<file path="config.mk">
export PLATFORM = sky130hd
export DESIGN_NAME = tob_tone_port_top
export DESIGN_NICKNAME = d
export VERILOG_FILES = /design/src/hdl/tob_pkg.sv /design/src/hdl/tob_out_port.sv /design/src/hdl/tob_tone_gen.sv /design/src/hdl/tob_tone_port_top.sv
export SDC_FILE = /design/constraint.sdc
export NUM_CORES = 1
export LEC_CHECK = 0
export ABC_AREA = 1
export BUFFER_PORTS_ARGS = -buffer_cell sky130_fd_sc_hd__buf_4
export CAP_MARGIN = 10
export CORE_MARGIN = 10
export CORE_UTILIZATION = 36
export CTS_CLUSTER_SIZE = 30
export DETAILED_ROUTE_END_ITERATION = 8
export SLEW_MARGIN = 20
export SYNTH_ARGS = -nofsm -noshare
export SYNTH_HDL_FRONTEND = slang
export SYNTH_HIERARCHICAL = 1
export SYNTH_SLANG_ARGS = --single-unit
export TNS_END_PERCENT = 50
</file>
<file path="constraint.sdc">
create_clock -name CLK -period 18.7 [get_ports CLK]
set_input_delay 3.74 -clock CLK [delete_from_list [all_inputs] [get_ports CLK]]
set_output_delay 3.74 -clock CLK [all_outputs]
set_load 0.02 [all_outputs]
</file>
<file path="src/hdl/tob_pkg.sv">
// package: constants and carrier types of the tone output port block
`default_nettype none
package tob_pkg;
  // ************************************************************
  // register map, byte addresses
  // ************************************************************
  localparam int         ADDR_W         = 6;
  localparam logic [5:0] REG_TONE_CTRL  = 6'h00;
  localparam logic [5:0] REG_TONE_PORT  = 6'h04;
  localparam logic [5:0] REG_PORT_A     = 6'h08;
  localparam logic [5:0] REG_PORT_B     = 6'h0C;
  localparam logic [5:0] REG_BIDIR_DIR  = 6'h10;
  localparam logic [5:0] REG_BIDIR_DATA = 6'h14;
  localparam logic [5:0] REG_BIT_OP     = 6'h18;
  localparam logic [5:0] REG_HOLD_CTRL  = 6'h1C;
  localparam logic [5:0] REG_STATUS     = 6'h20;
  // ************************************************************
  // field positions and reset values
  // ************************************************************
  localparam int         TONE_SEL_BIT   = 3;
  localparam int         HOLD_EN_BIT    = 0;
  localparam int         STOP_OP_BIT    = 1;
  localparam int         BOP_BIT_LSB    = 0;
  localparam int         BOP_PORT_LSB   = 2;
  localparam int         BOP_OP_LSB     = 4;
  localparam int         STAT_STOP_BIT  = 0;
  localparam int         STAT_TEST_BIT  = 1;
  localparam int         STAT_TONE_BIT  = 2;
  localparam logic [3:0] TONE_CTRL_RST  = 4'h0;
  localparam logic [3:0] LATCH_RST      = 4'h0;
  localparam logic [1:0] BIDIR_PORT_SEL = 2'h3;
  // ************************************************************
  // timing
  // ************************************************************
  localparam int unsigned CLK_HZ      = 125_000_000;
  localparam int unsigned TICK_HZ     = 1_000_000;
  localparam int unsigned TICK_CYCLES = CLK_HZ / TICK_HZ;
  localparam int          TONE_CODES  = 6;
  localparam int          HALF_W      = 9;
  localparam int unsigned TONE_HZ [TONE_CODES] = '{2000, 2200, 2500, 3000, 3500, 4000};
  // ************************************************************
  // types
  // ************************************************************
  typedef enum logic [1:0] {BOP_NONE, BOP_SET, BOP_CLEAR, BOP_TEST} tob_bitop_t;
  typedef enum logic {BUS_IDLE, BUS_ACK} tob_bus_state_t;
  typedef struct packed {
    logic [3:0] dout;
    logic [3:0] oe;
  } tob_pins4_t;
endpackage
`default_nettype wire

</file>
<file path="src/hdl/tob_out_port.sv">
// module: four-bit output port latch that arms on its first write
`default_nettype none
module tob_out_port #(
  parameter int W = 4
) (
  input  wire logic         clk,
  input  wire logic         rst_n,
  input  wire logic         wr_en,
  input  wire logic [W-1:0] wr_data,
  output logic      [W-1:0] latch_q,
  output logic              armed_q
);
  // ************************************************************
  // checks
  // ************************************************************
  if (W != 4) begin : g_bad_w
    $error("port width must be 4");
  end

  // ************************************************************
  // latch and arm flag
  // ************************************************************
  always_ff @(posedge clk) begin
    if (!rst_n) begin
      latch_q <= tob_pkg::LATCH_RST;
    end else if (wr_en) begin
      latch_q <= wr_data;
    end
  end

  // pin stays floating until software first writes it
  always_ff @(posedge clk) begin
    if (!rst_n) begin
      armed_q <= 1'b0;
    end else if (wr_en) begin
      armed_q <= 1'b1;
    end
  end
endmodule
`default_nettype wire

</file>
<file path="src/hdl/tob_tone_gen.sv">
// module: tone waveform generator with a 1 MHz tick prescaler
`default_nettype none
module tob_tone_gen #(
  parameter int TICK_CYCLES = tob_pkg::TICK_CYCLES
) (
  input  wire logic       clk,
  input  wire logic       rst_n,
  input  wire logic       en,
  input  wire logic [2:0] code,
  output logic            wave_q
);
  localparam int TW = $clog2(TICK_CYCLES + 1);

  logic [TW-1:0]              div_q;
  logic                       tick;
  logic [tob_pkg::HALF_W-1:0] half_q;
  logic [tob_pkg::HALF_W-1:0] half_len;
  logic                       code_ok;

  // ************************************************************
  // checks
  // ************************************************************
  if (TICK_CYCLES < 1 || TICK_CYCLES > 4096) begin : g_bad_tick
    $error("tick prescale out of range");
  end

  // ************************************************************
  // prescaler
  // ************************************************************
  assign tick = (div_q == TW'(TICK_CYCLES - 1));

  always_ff @(posedge clk) begin
    if (!rst_n || tick) begin
      div_q <= '0;
    end else begin
      div_q <= div_q + 1'b1;
    end
  end

  // ************************************************************
  // half period lookup
  // ************************************************************
  assign code_ok = (int'(code) < tob_pkg::TONE_CODES);

  always_comb begin
    half_len = '1;
    if (code_ok) begin
      half_len = tob_pkg::HALF_W'(tob_pkg::TICK_HZ / (2 * tob_pkg::TONE_HZ[code]));
    end
  end

  // ************************************************************
  // waveform
  // ************************************************************
  // >= so a shorter new code cannot run the counter past its end
  always_ff @(posedge clk) begin
    if (!rst_n || !en || !code_ok) begin
      half_q <= '0;
      wave_q <= 1'b0;
    end else if (tick) begin
      if (half_q >= half_len - 1'b1) begin
        half_q <= '0;
        wave_q <= ~wave_q;
      end else begin
        half_q <= half_q + 1'b1;
      end
    end
  end
endmodule
`default_nettype wire

</file>
<file path="src/hdl/tob_tone_port_top.sv">
// module: tone port, two output-only ports and bidirectional pin with register slave
`default_nettype none
module tob_tone_port_top #(
  parameter int TICK_CYCLES = tob_pkg::TICK_CYCLES
) (
  input  wire logic                       CLK,
  input  wire logic                       RST_N,
  input  wire logic [tob_pkg::ADDR_W-1:0] AVS_ADDRESS,
  input  wire logic                       AVS_READ,
  input  wire logic                       AVS_WRITE,
  input  wire logic [31:0]                AVS_WRITEDATA,
  input  wire logic [3:0]                 AVS_BYTEENABLE,
  output logic      [31:0]                AVS_READDATA,
  output logic                            AVS_WAITREQUEST,
  input  wire logic                       HOLD_PIN,
  input  wire logic                       SINGLE_BIDIR_PIN_IN,
  output tob_pkg::tob_pins4_t             TONE_PORT,
  output tob_pkg::tob_pins4_t             OUTPUT_ONLY_PORT_A,
  output tob_pkg::tob_pins4_t             OUTPUT_ONLY_PORT_B,
  output logic                            SINGLE_BIDIR_PIN_OUT,
  output logic                            SINGLE_BIDIR_PIN_OE,
  output logic                            CLOCK_STOPPED
);
  localparam int NPORT = 3;

  tob_pkg::tob_bus_state_t state_q;
  tob_pkg::tob_bitop_t     bop;
  logic [31:0] rd_mux;
  logic        wr_go;
  logic [3:0]  wr_data;
  logic [1:0]  bop_port;
  logic [1:0]  bop_bit;
  logic        bop_go;
  logic        tone_wr;
  logic        tone_sel_q;
  logic [2:0]  tone_code_q;
  logic        tone_wave;
  logic        hold_en_q;
  logic        stop_q;
  logic        stop_op;
  logic        dir_q;
  logic        bidir_latch_q;
  logic        bidir_in;
  logic        test_q;
  logic [3:0]  latch   [NPORT];
  logic [3:0]  port_wd [NPORT];
  logic        port_we [NPORT];
  logic        armed   [NPORT];
  logic [5:0]  port_addr [NPORT];

  assign port_addr[0] = tob_pkg::REG_TONE_PORT;
  assign port_addr[1] = tob_pkg::REG_PORT_A;
  assign port_addr[2] = tob_pkg::REG_PORT_B;

  // ************************************************************
  // bus slave: one wait cycle, write acts on the ack edge
  // ************************************************************
  always_ff @(posedge CLK) begin
    if (!RST_N) begin
      state_q         <= tob_pkg::BUS_IDLE;
      AVS_WAITREQUEST <= 1'b1;
      AVS_READDATA    <= 32'h0000_0000;
    end else begin
      case (state_q)
        tob_pkg::BUS_IDLE: begin
          if (AVS_READ || AVS_WRITE) begin
            state_q         <= tob_pkg::BUS_ACK;
            AVS_WAITREQUEST <= 1'b0;
            AVS_READDATA    <= AVS_READ ? rd_mux : 32'h0000_0000;
          end
        end
        tob_pkg::BUS_ACK: begin
          state_q         <= tob_pkg::BUS_IDLE;
          AVS_WAITREQUEST <= 1'b1;
        end
        default: begin
          state_q         <= tob_pkg::BUS_IDLE;
          AVS_WAITREQUEST <= 1'b1;
        end
      endcase
    end
  end

  // every field sits in byte lane 0
  assign wr_go   = (state_q == tob_pkg::BUS_ACK) && AVS_WRITE && AVS_BYTEENABLE[0];
  assign wr_data = AVS_WRITEDATA[3:0];

  // clock stop blocks the input path
  assign bidir_in = SINGLE_BIDIR_PIN_IN && !stop_q;

  always_comb begin
    rd_mux = 32'h0000_0000;
    case (AVS_ADDRESS)
      tob_pkg::REG_TONE_CTRL:  rd_mux[3:0] = {tone_sel_q, tone_code_q};
      tob_pkg::REG_TONE_PORT:  rd_mux[3:0] = latch[0];
      tob_pkg::REG_PORT_A:     rd_mux[3:0] = latch[1];
      tob_pkg::REG_PORT_B:     rd_mux[3:0] = latch[2];
      tob_pkg::REG_BIDIR_DIR:  rd_mux[0]   = dir_q;
      tob_pkg::REG_BIDIR_DATA: rd_mux[0]   = bidir_in;
      tob_pkg::REG_HOLD_CTRL:  rd_mux[tob_pkg::HOLD_EN_BIT] = hold_en_q;
      tob_pkg::REG_STATUS: begin
        rd_mux[tob_pkg::STAT_STOP_BIT] = stop_q;
        rd_mux[tob_pkg::STAT_TEST_BIT] = test_q;
        rd_mux[tob_pkg::STAT_TONE_BIT] = tone_sel_q;
      end
      default: rd_mux = 32'h0000_0000;
    endcase
  end

  // ************************************************************
  // single-bit operations
  // ************************************************************
  assign bop_go   = wr_go && (AVS_ADDRESS == tob_pkg::REG_BIT_OP);
  assign bop_bit  = AVS_WRITEDATA[tob_pkg::BOP_BIT_LSB +: 2];
  assign bop_port = AVS_WRITEDATA[tob_pkg::BOP_PORT_LSB +: 2];
  assign bop      = tob_pkg::tob_bitop_t'(AVS_WRITEDATA[tob_pkg::BOP_OP_LSB +: 2]);

  // the bidirectional pin has no bit addressing, so port 3 falls through
  always_ff @(posedge CLK) begin
    if (!RST_N) begin
      test_q <= 1'b0;
    end else if (bop_go && bop == tob_pkg::BOP_TEST && bop_port != tob_pkg::BIDIR_PORT_SEL) begin
      test_q <= latch[bop_port][bop_bit];
    end
  end

  // ************************************************************
  // output port latches
  // ************************************************************
  for (genvar i = 0; i < NPORT; i++) begin : g_port
    always_comb begin
      port_we[i] = 1'b0;
      port_wd[i] = latch[i];
      if (wr_go && AVS_ADDRESS == port_addr[i]) begin
        port_we[i] = 1'b1;
        port_wd[i] = wr_data;
      end else if (bop_go && bop_port == 2'(i) && bop == tob_pkg::BOP_SET) begin
        port_we[i]          = 1'b1;
        port_wd[i][bop_bit] = 1'b1;
      end else if (bop_go && bop_port == 2'(i) && bop == tob_pkg::BOP_CLEAR) begin
        port_we[i]          = 1'b1;
        port_wd[i][bop_bit] = 1'b0;
      end
    end

    tob_out_port #(
      .W(4)
    ) u_port (
      .clk     (CLK),
      .rst_n   (RST_N),
      .wr_en   (port_we[i]),
      .wr_data (port_wd[i]),
      .latch_q (latch[i]),
      .armed_q (armed[i])
    );
  end

  // ************************************************************
  // tone control
  // ************************************************************
  assign tone_wr = wr_go && (AVS_ADDRESS == tob_pkg::REG_TONE_CTRL);

  always_ff @(posedge CLK) begin
    if (!RST_N) begin
      tone_sel_q  <= tob_pkg::TONE_CTRL_RST[tob_pkg::TONE_SEL_BIT];
      tone_code_q <= tob_pkg::TONE_CTRL_RST[2:0];
    end else if (tone_wr) begin
      tone_sel_q  <= wr_data[tob_pkg::TONE_SEL_BIT];
      tone_code_q <= wr_data[2:0];
    end
  end

  tob_tone_gen #(
    .TICK_CYCLES(TICK_CYCLES)
  ) u_tone (
    .clk    (CLK),
    .rst_n  (RST_N),
    .en     (tone_sel_q && !stop_q),
    .code   (tone_code_q),
    .wave_q (tone_wave)
  );

  // ************************************************************
  // hold and clock stop
  // ************************************************************
  assign stop_op = wr_go && (AVS_ADDRESS == tob_pkg::REG_HOLD_CTRL)
                   && AVS_WRITEDATA[tob_pkg::STOP_OP_BIT];

  always_ff @(posedge CLK) begin
    if (!RST_N) begin
      hold_en_q <= 1'b0;
    end else if (wr_go && AVS_ADDRESS == tob_pkg::REG_HOLD_CTRL) begin
      hold_en_q <= AVS_WRITEDATA[tob_pkg::HOLD_EN_BIT];
    end
  end

  // hold high wins over a stop op in the same cycle
  always_ff @(posedge CLK) begin
    if (!RST_N) begin
      stop_q <= 1'b0;
    end else if (HOLD_PIN) begin
      stop_q <= 1'b0;
    end else if (stop_op && hold_en_q) begin
      stop_q <= 1'b1;
    end
  end

  // ************************************************************
  // bidirectional pin
  // ************************************************************
  always_ff @(posedge CLK) begin
    if (!RST_N) begin
      dir_q         <= 1'b0;
      bidir_latch_q <= 1'b0;
    end else begin
      if (wr_go && AVS_ADDRESS == tob_pkg::REG_BIDIR_DIR) begin
        dir_q <= wr_data[0];
      end
      if (wr_go && AVS_ADDRESS == tob_pkg::REG_BIDIR_DATA) begin
        bidir_latch_q <= wr_data[0];
      end
    end
  end

  // ************************************************************
  // pin registers
  // ************************************************************
  always_ff @(posedge CLK) begin
    if (!RST_N) begin
      TONE_PORT            <= '0;
      OUTPUT_ONLY_PORT_A   <= '0;
      OUTPUT_ONLY_PORT_B   <= '0;
      SINGLE_BIDIR_PIN_OUT <= 1'b0;
      SINGLE_BIDIR_PIN_OE  <= 1'b0;
      CLOCK_STOPPED        <= 1'b0;
    end else begin
      // latch keeps taking writes in tone mode; only the pin ignores it
      TONE_PORT.dout[0]    <= tone_sel_q ? tone_wave : latch[0][0];
      TONE_PORT.dout[3:1]  <= latch[0][3:1];
      TONE_PORT.oe         <= (armed[0] && !stop_q) ? 4'hF : 4'h0;
      OUTPUT_ONLY_PORT_A   <= '{dout: latch[1], oe: (armed[1] && !stop_q) ? 4'hF : 4'h0};
      OUTPUT_ONLY_PORT_B   <= '{dout: latch[2], oe: (armed[2] && !stop_q) ? 4'hF : 4'h0};
      SINGLE_BIDIR_PIN_OUT <= bidir_latch_q;
      SINGLE_BIDIR_PIN_OE  <= dir_q && !stop_q;
      CLOCK_STOPPED        <= stop_q;
    end
  end
endmodule
`default_nettype wire

</file>
==> summary.txt, run 1 <==
Drt
  • Detail Route Antenna Nets: 0
  • DR vias: 10350
  • Via-to-Cell Ratio: 5.05
  • DRC: 0
  • DR WL/cell: 14.1 um
  • DRT iter0 DRCs: 747
  • Total iterations of the first detailed-routing run: 5
  • Drt total wl: 28800 um

Floorplan
  • Initial Utilization: 36.5%
  • Die Y: 185 um
  • Die footprint: 34200 um^2
  • Std-Cell Rows: 60
  • Core ar.: 26900 um^2
  • Die extent in x: 185 um
  • # IOs: 108

Synth
  • Number of library cell types mapped by synthesis: 57
  • Mapped Avg Cell Area: 5.84 um^2
  • Netlist Area Pre-Place: 9800 um^2
  • Ys async rst share: 0%
  • Post-synth EDFFs: 0
  • Synth Warn #: 6
  • Synth area leaders: nand2_1 (16%), dfxtp_1 (13%), ha_1 (8.6%)
  • Synth top area share: 15.6%
  • Flops & latches, synth: 65
  • Post-synth top area cell: nand2_1
  • Cells after synthesis: 1677
  • Ys flop type: dfxtp_1
  • Sequential cell area fraction in the yosys report: 13.3%

Timing
  • Final period utilization: 88.7%
  • Final hold violations: 0
  • Worst Clk Skew: 0.00662 ns
  • Worst slew pin tran: 1.11 ns
  • Max Clk Rate: 0.0603 GHz
  • Slew Viols, Final: 0
  • Unrepaired setup endpoints after global routing: false
  • Worst rel slew slack: 25.2%
  • Hold slack: 0.447 ns
  • Sum Neg Setup Slack: 0 ns
  • Final Setup Violations: 0
  • Fin worst setup slack: 2.10 ns
  • Min Tclk post-route: 16.60 ns

Critical path
  • CP max stage cell: ha_2
  • Arr. time, crit path: 16.85 ns
  • Crit-path max FO: 25
  • CP endpoint kind: flip-flop
  • CP most frequent cell: nand2_1
  • Crit Path Category: flip-flop to flip-flop
  • Critical path required time: 18.95 ns
  • Worst R2R End: u_tone/half_q[8]$_SDFFE_PP0N_
  • R2r worst-path depth: 104
  • Max incr delay on CP: 0.42 ns
  • Worst reg2reg path startpoint: tone_code_q[0]$_SDFFE_PN0P_
  • Startpoint Class: flip-flop
  • Flop2flop setup slack: 2.10 ns

Placed design
  • Routability Congestion: 0.894
  • I/O Buffers: 50
  • Place WS: 1.92 ns
  • Post-DP Area: 10200 um^2
  • DPL Wire Length: 22800 um

GRT
  • Pin count of the biggest net entering global routing: 42
  • Initial antenna violation count: 0
  • First-pass GRT wire length: 47700 um
  • Gr usage total: 16.8%
  • Grt ovf: 0
  • Vias in the first global route: 9754

Worst hold path
  • Hold EP: OUTPUT_ONLY_PORT_A[2]$_SDFF_PN0_
  • HP Start: g_port[1].u_port/armed_q$_SDFFE_PN0P_
  • Hold path depth: 2
  • Hold Path Class: flip-flop to flip-flop

CTS
  • Number of setup buffers added after CTS: 0
  • Hold-fix buffer count after cts: 0
  • CTS sink cnt: 65
  • Worst-Skew Late Latency: 0.33 ns
  • Clock-pin slew on the worst setup and hold paths: 0.05 ns
  • Root buf cell: clkbuf_16
  • H-tree depth: 3
  • CTS Buf Count: 9
  • Clk buf depth: 2
  • Cts repair resizes: 0
  • CTS tree: yes

Power and ir drop
  • Peak VDD IR: 0.0501 mV
  • PD cells: 48.4 nW/um^2
  • Leak: 5.43 nW

Final layout
  • Area delta synth->final: 7.09%
  • Final Cell Area: 10500 um^2
  • # nets final: 1818
  • Number of antenna cells inserted: 0
  • Layout cell share with drive strength beyond 1: 12.7%

Job
  • Max_cap viols: 0

Status
  • Status: complete, no violations
cell usage after synthesis (8+ instances only):
master    instances
nor2_2           20
a21oi_1          58
nor2_1          223
nand2_2          36
a31oi_1           8
inv_2            21
nand4_1          46
nand3_2          25
o21ai_1          29
clkbuf_1          8
xor2_1           22
o21ai_0          58
inv_1           221
nand3_1         152
xnor2_1          21
buf_4            46
dfxtp_1          65
buf_6            15
nand2_1         408
ha_1             67
nor3_1           22
nor2_4           13
layout make-up:
cell class | instances | area [um^2]
sequential | 65 | 1300
clock inverter | 4 | 28.8
multi-input combinational | 1320 | 7110
inverter | 245 | 922
fill | 2988 | 16400
timing repair buffer | 61 | 458
tap | 341 | 427
clock buffer | 12 | 246
state kept, by name, summed over array words and instances, names as in the netlist, 3 cells and up:
register and count:
AVS_READDATA 4, g_port.u_port/latch_q 12, TONE_PORT 5, u_tone/half_q 9
OUTPUT_ONLY_PORT_A 5, OUTPUT_ONLY_PORT_B 5, g_port.u_port/armed_q 3, tone_code_q 3
u_tone/div_q 7
routing by layer:
layer / GRT usage (%) / routed length [um] / vias up
li1: - / - / 5411
met1: 21.6 / 13400 / 4642
met2: 29.0 / 13600 / 265
met3: 2.19 / 1410 / 32
met4: 3.61 / 456 / 0
met5: 0 / 0 / -
kinds of logic after synthesis:
kind of cell,count (synthesis),synth area share [%]
XOR/XNOR,43,3.84
buffers and inverters,320,15.3
flip-flops,65,13.3
other,2,0.0766
adder cells (fa/ha/maj),68,8.76
AO/OA/AOI/OAI,200,11.7
AND/OR/NAND/NOR,979,47.1
through the flow:
step	power [mW]	utilization, %	instances
2_1_floorplan	0.321	-	1705
3_3_place_gp	0.354	38.0	2032
3_5_place_dp	0.356	38.0	2032
4_1_cts	0.510	39.0	2048
5_1_grt	0.547	39.0	2048
6_report	0.507	39.0	2048
worst max path at each step:
stage | startpoint | endpoint | slack (ns) | cells after the start
after floorplan | tone_code_q[0]$_SDFFE_PN0P_ | u_tone/half_q[4]$_SDFFE_PP0N_ | 4.13 | 105
after global placement | tone_code_q[0]$_SDFFE_PN0P_ | u_tone/half_q[8]$_SDFFE_PP0N_ | 1.96 | 100
after detailed placement | tone_code_q[0]$_SDFFE_PN0P_ | u_tone/half_q[8]$_SDFFE_PP0N_ | 1.92 | 102
after CTS | tone_code_q[0]$_SDFFE_PN0P_ | u_tone/half_q[8]$_SDFFE_PP0N_ | 1.87 | 102
after global routing | tone_code_q[0]$_SDFFE_PN0P_ | u_tone/half_q[8]$_SDFFE_PP0N_ | 0.06 | 102
final | tone_code_q[0]$_SDFFE_PN0P_ | u_tone/half_q[8]$_SDFFE_PP0N_ | 2.10 | 104
cell usage in the layout (no fill, tap or decap), types with 3 or more instances in the layout:
master	netlist	final
o22ai_1	3	3
o21a_1	6	6
nand3_1	152	152
a21oi_1	58	58
buf_4	46	61
dfxtp_1	65	65
nor2_4	13	13
nand3_4	4	4
o21ai_0	58	58
nand2_4	5	5
o2111ai_1	3	3
a31oi_1	8	8
o21bai_1	7	7
nand3_2	25	25
o31ai_1	4	4
xnor2_1	21	21
clkbuf_16	0	9
nand3b_1	6	6
nand2_2	36	36
conb_1	2	30
inv_2	21	21
xor2_1	22	22
nand2_1	408	408
inv_1	221	221
a311oi_1	3	3
or2_2	5	5
nor3_1	22	22
ha_1	67	65
nand4_1	46	46
nor2_1	223	223
nor3b_1	5	5
o211ai_1	6	6
o21ai_1	29	29
nor2_2	20	20
worst max-delay path, delay by kind of cell, from the launching register on:
family                   cells  cell delay [ns]
AO/OA/AOI/OAI               29             4.42
XOR/XNOR                     5             0.69
adder cells (fa/ha/maj)     11             3.54
buffers and inverters       15             1.73
flip-flops                   1             0.30
AND/OR/NAND/NOR             44             5.79
report_power, final:
group	internal (mW)	switching, mW	leakage, nW
registers	0.140	0.000944	0.525
logic	0.0705	0.145	4.78
clock network	0.0932	0.0585	0.129
total	0.303	0.204	5.43
(Power assumes the default switching activity.)
==> run 2, diff against run 1 <==
--- a/config.mk
+++ b/config.mk
@@ -5,7 +5,6 @@
 export SDC_FILE = /design/constraint.sdc
 export NUM_CORES = 1
 export LEC_CHECK = 0
-export ABC_AREA = 1
 export BUFFER_PORTS_ARGS = -buffer_cell sky130_fd_sc_hd__buf_4
 export CAP_MARGIN = 10
 export CORE_MARGIN = 10
==> run 2 against run 1 <==
Global-route usage rose by 3.2 points. Critical endpoint is now u_tone/half_q[2]$_SDFFE_PP0N_. Largest cell class unchanged. Synthesized cell count fell by 17%. Count of clock-buffer cells in the layout fell by 2. Clock power rose by 9%. Synthesized area rose by 4.2%. Utilization rose by 2.6 points. Sequential share of layout area fell by 1.1 points.
==> summary.txt, run 2 <==
Synth
  • Cells after synthesis: 1396 (-17%)
  • Number of library cell types mapped by synthesis: 115 (+100%)
  • Ys async rst share: 0% (unchanged)
  • Mapped Avg Cell Area: 7.31 um^2 (+25%)
  • Flops & latches, synth: 65 (unchanged)
  • Top-count cell post-synth: nor2_1
  • Post-synth top area cell: dfxtp_1
  • Sequential cell area fraction in the yosys report: 12.7% (-0.54 points)
  • Ys flop type: dfxtp_1
  • Synth Warn #: 6 (unchanged)
  • Synth top area share: 12.7% (-2.9 points)
  • Netlist Area Pre-Place: 10200 um^2 (+4.2%)
  • Synth area leaders: dfxtp_1 (13%), ha_1 (8.2%), nor2_1 (5.6%)
  • Top cells by count, synth: nor2_1 (151), nand2_1 (115), a21oi_1 (92), ha_1 (67), nand3_1 (66)
  • Post-synth EDFFs: 0 (unchanged)

Placed design
  • Routability Congestion: 0.969 (+8.4%)
  • Dpl cells: 1817 (-11%)
  • I/O Buffers: 50 (unchanged)
  • DPL Wire Length: 28300 um (+24%)

Critical path
  • Arr. time, crit path: 17.64 ns (+0.79 ns)
  • Max incr delay on CP: 0.45 ns (+0.03 ns)
  • Crit-path max FO: 9 (-64%)
  • CP most frequent cell: ha_1
  • Buf+Inv Stages, Crit Path: 4 (-11)
  • Startpoint Class: flip-flop
  • CP endpoint kind: flip-flop
  • Flop2flop setup slack: 1.32 ns (-0.78 ns)
  • Crit Path Category: flip-flop to flip-flop
  • CP max stage cell: fa_1
  • Largest delay share family, worst path: compound AO/OA/AOI/OAI gates
  • Critical path required time: 18.96 ns (about the same)

GRT
  • Grt ovf: 0 (unchanged)
  • M1 GR Usage: 26.6% (+5.0 points)
  • First-pass GRT wire length: 59000 um (+24%)
  • Vias in the first global route: 10804 (+11%)
  • Initial antenna violation count: 0 (unchanged)
  • GR peak layer: met2
  • Met3 global-route usage: 2.47% (+0.28 points)
  • Pin count of the biggest net entering global routing: 37 (-12%)
  • Met2 global-route usage: 32.4% (+3.5 points)
  • Gr usage total: 19.9% (+3.2 points)

Power and ir drop
  • Pwr Total: 0.556 mW (+9.5%)
  • PD cells: 47.9 nW/um^2 (-0.84%)
  • Peak VDD IR: 0.0462 mV (-7.8%)
  • Leak: 4.54 nW (-16%)

Drt
  • Drt total wl: 36800 um (+28%)
  • DR WL/cell: 20.0 um (+42%)
  • Total iterations of the first detailed-routing run: 7 (+2)
  • DRC: 0 (unchanged)
  • Via-to-Cell Ratio: 6.03 (+19%)
  • DR vias: 11122 (+7.5%)
  • Detail Route Antenna Nets: 0 (unchanged)
  • DRT iter0 DRCs: 1149 (+54%)

Floorplan
  • Core ar.: 27900 um^2 (+3.7%)
  • # IOs: 108 (unchanged)
  • Std-Cell Rows: 61 (+1.7%)
  • Initial Utilization: 36.7% (+0.19 points)
  • Die footprint: 35500 um^2 (+3.7%)
  • Die extent in x: 188 um (+1.9%)
  • Die Y: 188 um (+1.9%)

Worst hold path
  • Hold Path Class: flip-flop to flip-flop

Timing
  • Slew Viols, Final: 0 (unchanged)
  • Max Clk Rate: 0.0575 GHz (-4.5%)
  • Final hold violations: 0 (unchanged)
  • Worst rel slew slack: 28.2% (+3.0 points)
  • Final period utilization: 92.9% (+4.2 points)
  • Min Tclk post-route: 17.38 ns (+0.780 ns)
  • Final Setup Violations: 0 (unchanged)
  • Worst Clk Skew: 0.00649 ns (-0.000130 ns)
  • Worst slew pin tran: 1.06 ns (-0.0475 ns)

Final layout
  • Leading cell type in the layout, fill and taps excluded: nor2_1
  • Most frequent cells in the layout: nor2_1 (147), buf_4 (123), nand2_1 (110)
  • Finished Core Util: 41.6% (+2.6 points)
  • Final Non-Filler Cells: 1843 (-10%)
  • Reg with most FFs: g_port.u_port/latch_q
  • # nets final: 1576 (-13%)
  • Largest regs: g_port.u_port/latch_q x12, u_tone/half_q x9, u_tone/div_q x7
  • Number of antenna cells inserted: 0 (unchanged)
  • Layout cell share with drive strength beyond 1: 17.5% (+4.8 points)
  • Area delta synth->final: 13.5%
  • Max FFs per register: 12 (unchanged)

CTS
  • H-tree depth: 3 (unchanged)
  • Worst-Skew Late Latency: 0.32 ns (about the same)
  • CTS Buf Count: 9 (unchanged)
  • Hold-fix buffer count after cts: 0 (unchanged)
  • Clock-pin slew on the worst setup and hold paths: 0.06 ns (about the same)
  • CTS tree: yes
  • Clk buf depth: 2 (unchanged)
  • Root buf cell: clkbuf_16
  • CTS sink cnt: 65 (unchanged)

Job
  • Max_cap viols: 0 (unchanged)

Status
  • Status: complete, no violations
==> run 2: path summary, 6_finish.rpt <==
kind | to | from | cells past startpoint
hold reg to reg | g_port[0].u_port/armed_q$_SDFFE_PN0P_ | g_port[0].u_port/armed_q$_SDFFE_PN0P_ | 1
setup / recovery | u_tone/half_q[2]$_SDFFE_PP0N_ | tone_code_q[1]$_SDFFE_PN0P_ | 94
hold / removal | g_port[0].u_port/armed_q$_SDFFE_PN0P_ | g_port[0].u_port/armed_q$_SDFFE_PN0P_ | 1
setup reg to reg | u_tone/half_q[2]$_SDFFE_PP0N_ | tone_code_q[1]$_SDFFE_PN0P_ | 94
==> run 2: timing repair <==
action	in CTS	in global routing
endpoints found under the setup margin	0	10
setup buffers	0	10
resized for setup	0	52
==> run 2: metal layers <==
metal,up-vias,wire (um)
met5,-,0
met3,78,2410
met1,5332,16500
met4,0,1170
li1,5281,-
met2,431,16800
==> run 2: power breakdown <==
part,total [mW],switching (mW),internal (mW)
Clock,0.165,0.0617,0.104
Sequential,0.140,0.000945,0.139
Combinational,0.250,0.156,0.0941
Total,0.556,0.219,0.337
==> run 2: stage by stage <==
stage	setup TNS [ns]	setup slack, ns	instance area [um^2]	hold slack, ns
after floorplan	0	0.938	10300	0.420
after detailed placement	0	0.236	11000	0.438
after global placement	0	0.290	11000	0.432
after global routing	-0.505	-0.0744	11600	0.465
after CTS	0	0.0917	11300	0.452
final	0	1.32	11600	0.447
==> run 2: cell type report <==
class	instances	area [um^2]
Multi-Input combinational cell	1221	8430
Fill cell	2900	16300
Timing Repair Buffer	124	935
Clock buffer	10	229
Tap cell	378	473
Inverter	39	149
Sequential cell	65	1310
Clock inverter	6	65.1
==> run 2: logic make-up (layout without fill, tap and decap cells) <==
kind of cell	Yosys count	count (layout)	synth area share, %
and+or+nand+nor	596	596	30.8
DFF	65	65	12.7
other	2	30	0.0735
xor gates and xnor gates	73	73	6.34
buffers and inverters	138	179	7.63
adders and majority gates	68	68	8.41
muxes	46	46	5.16
AOI/OAI and AO/OA	408	408	28.9
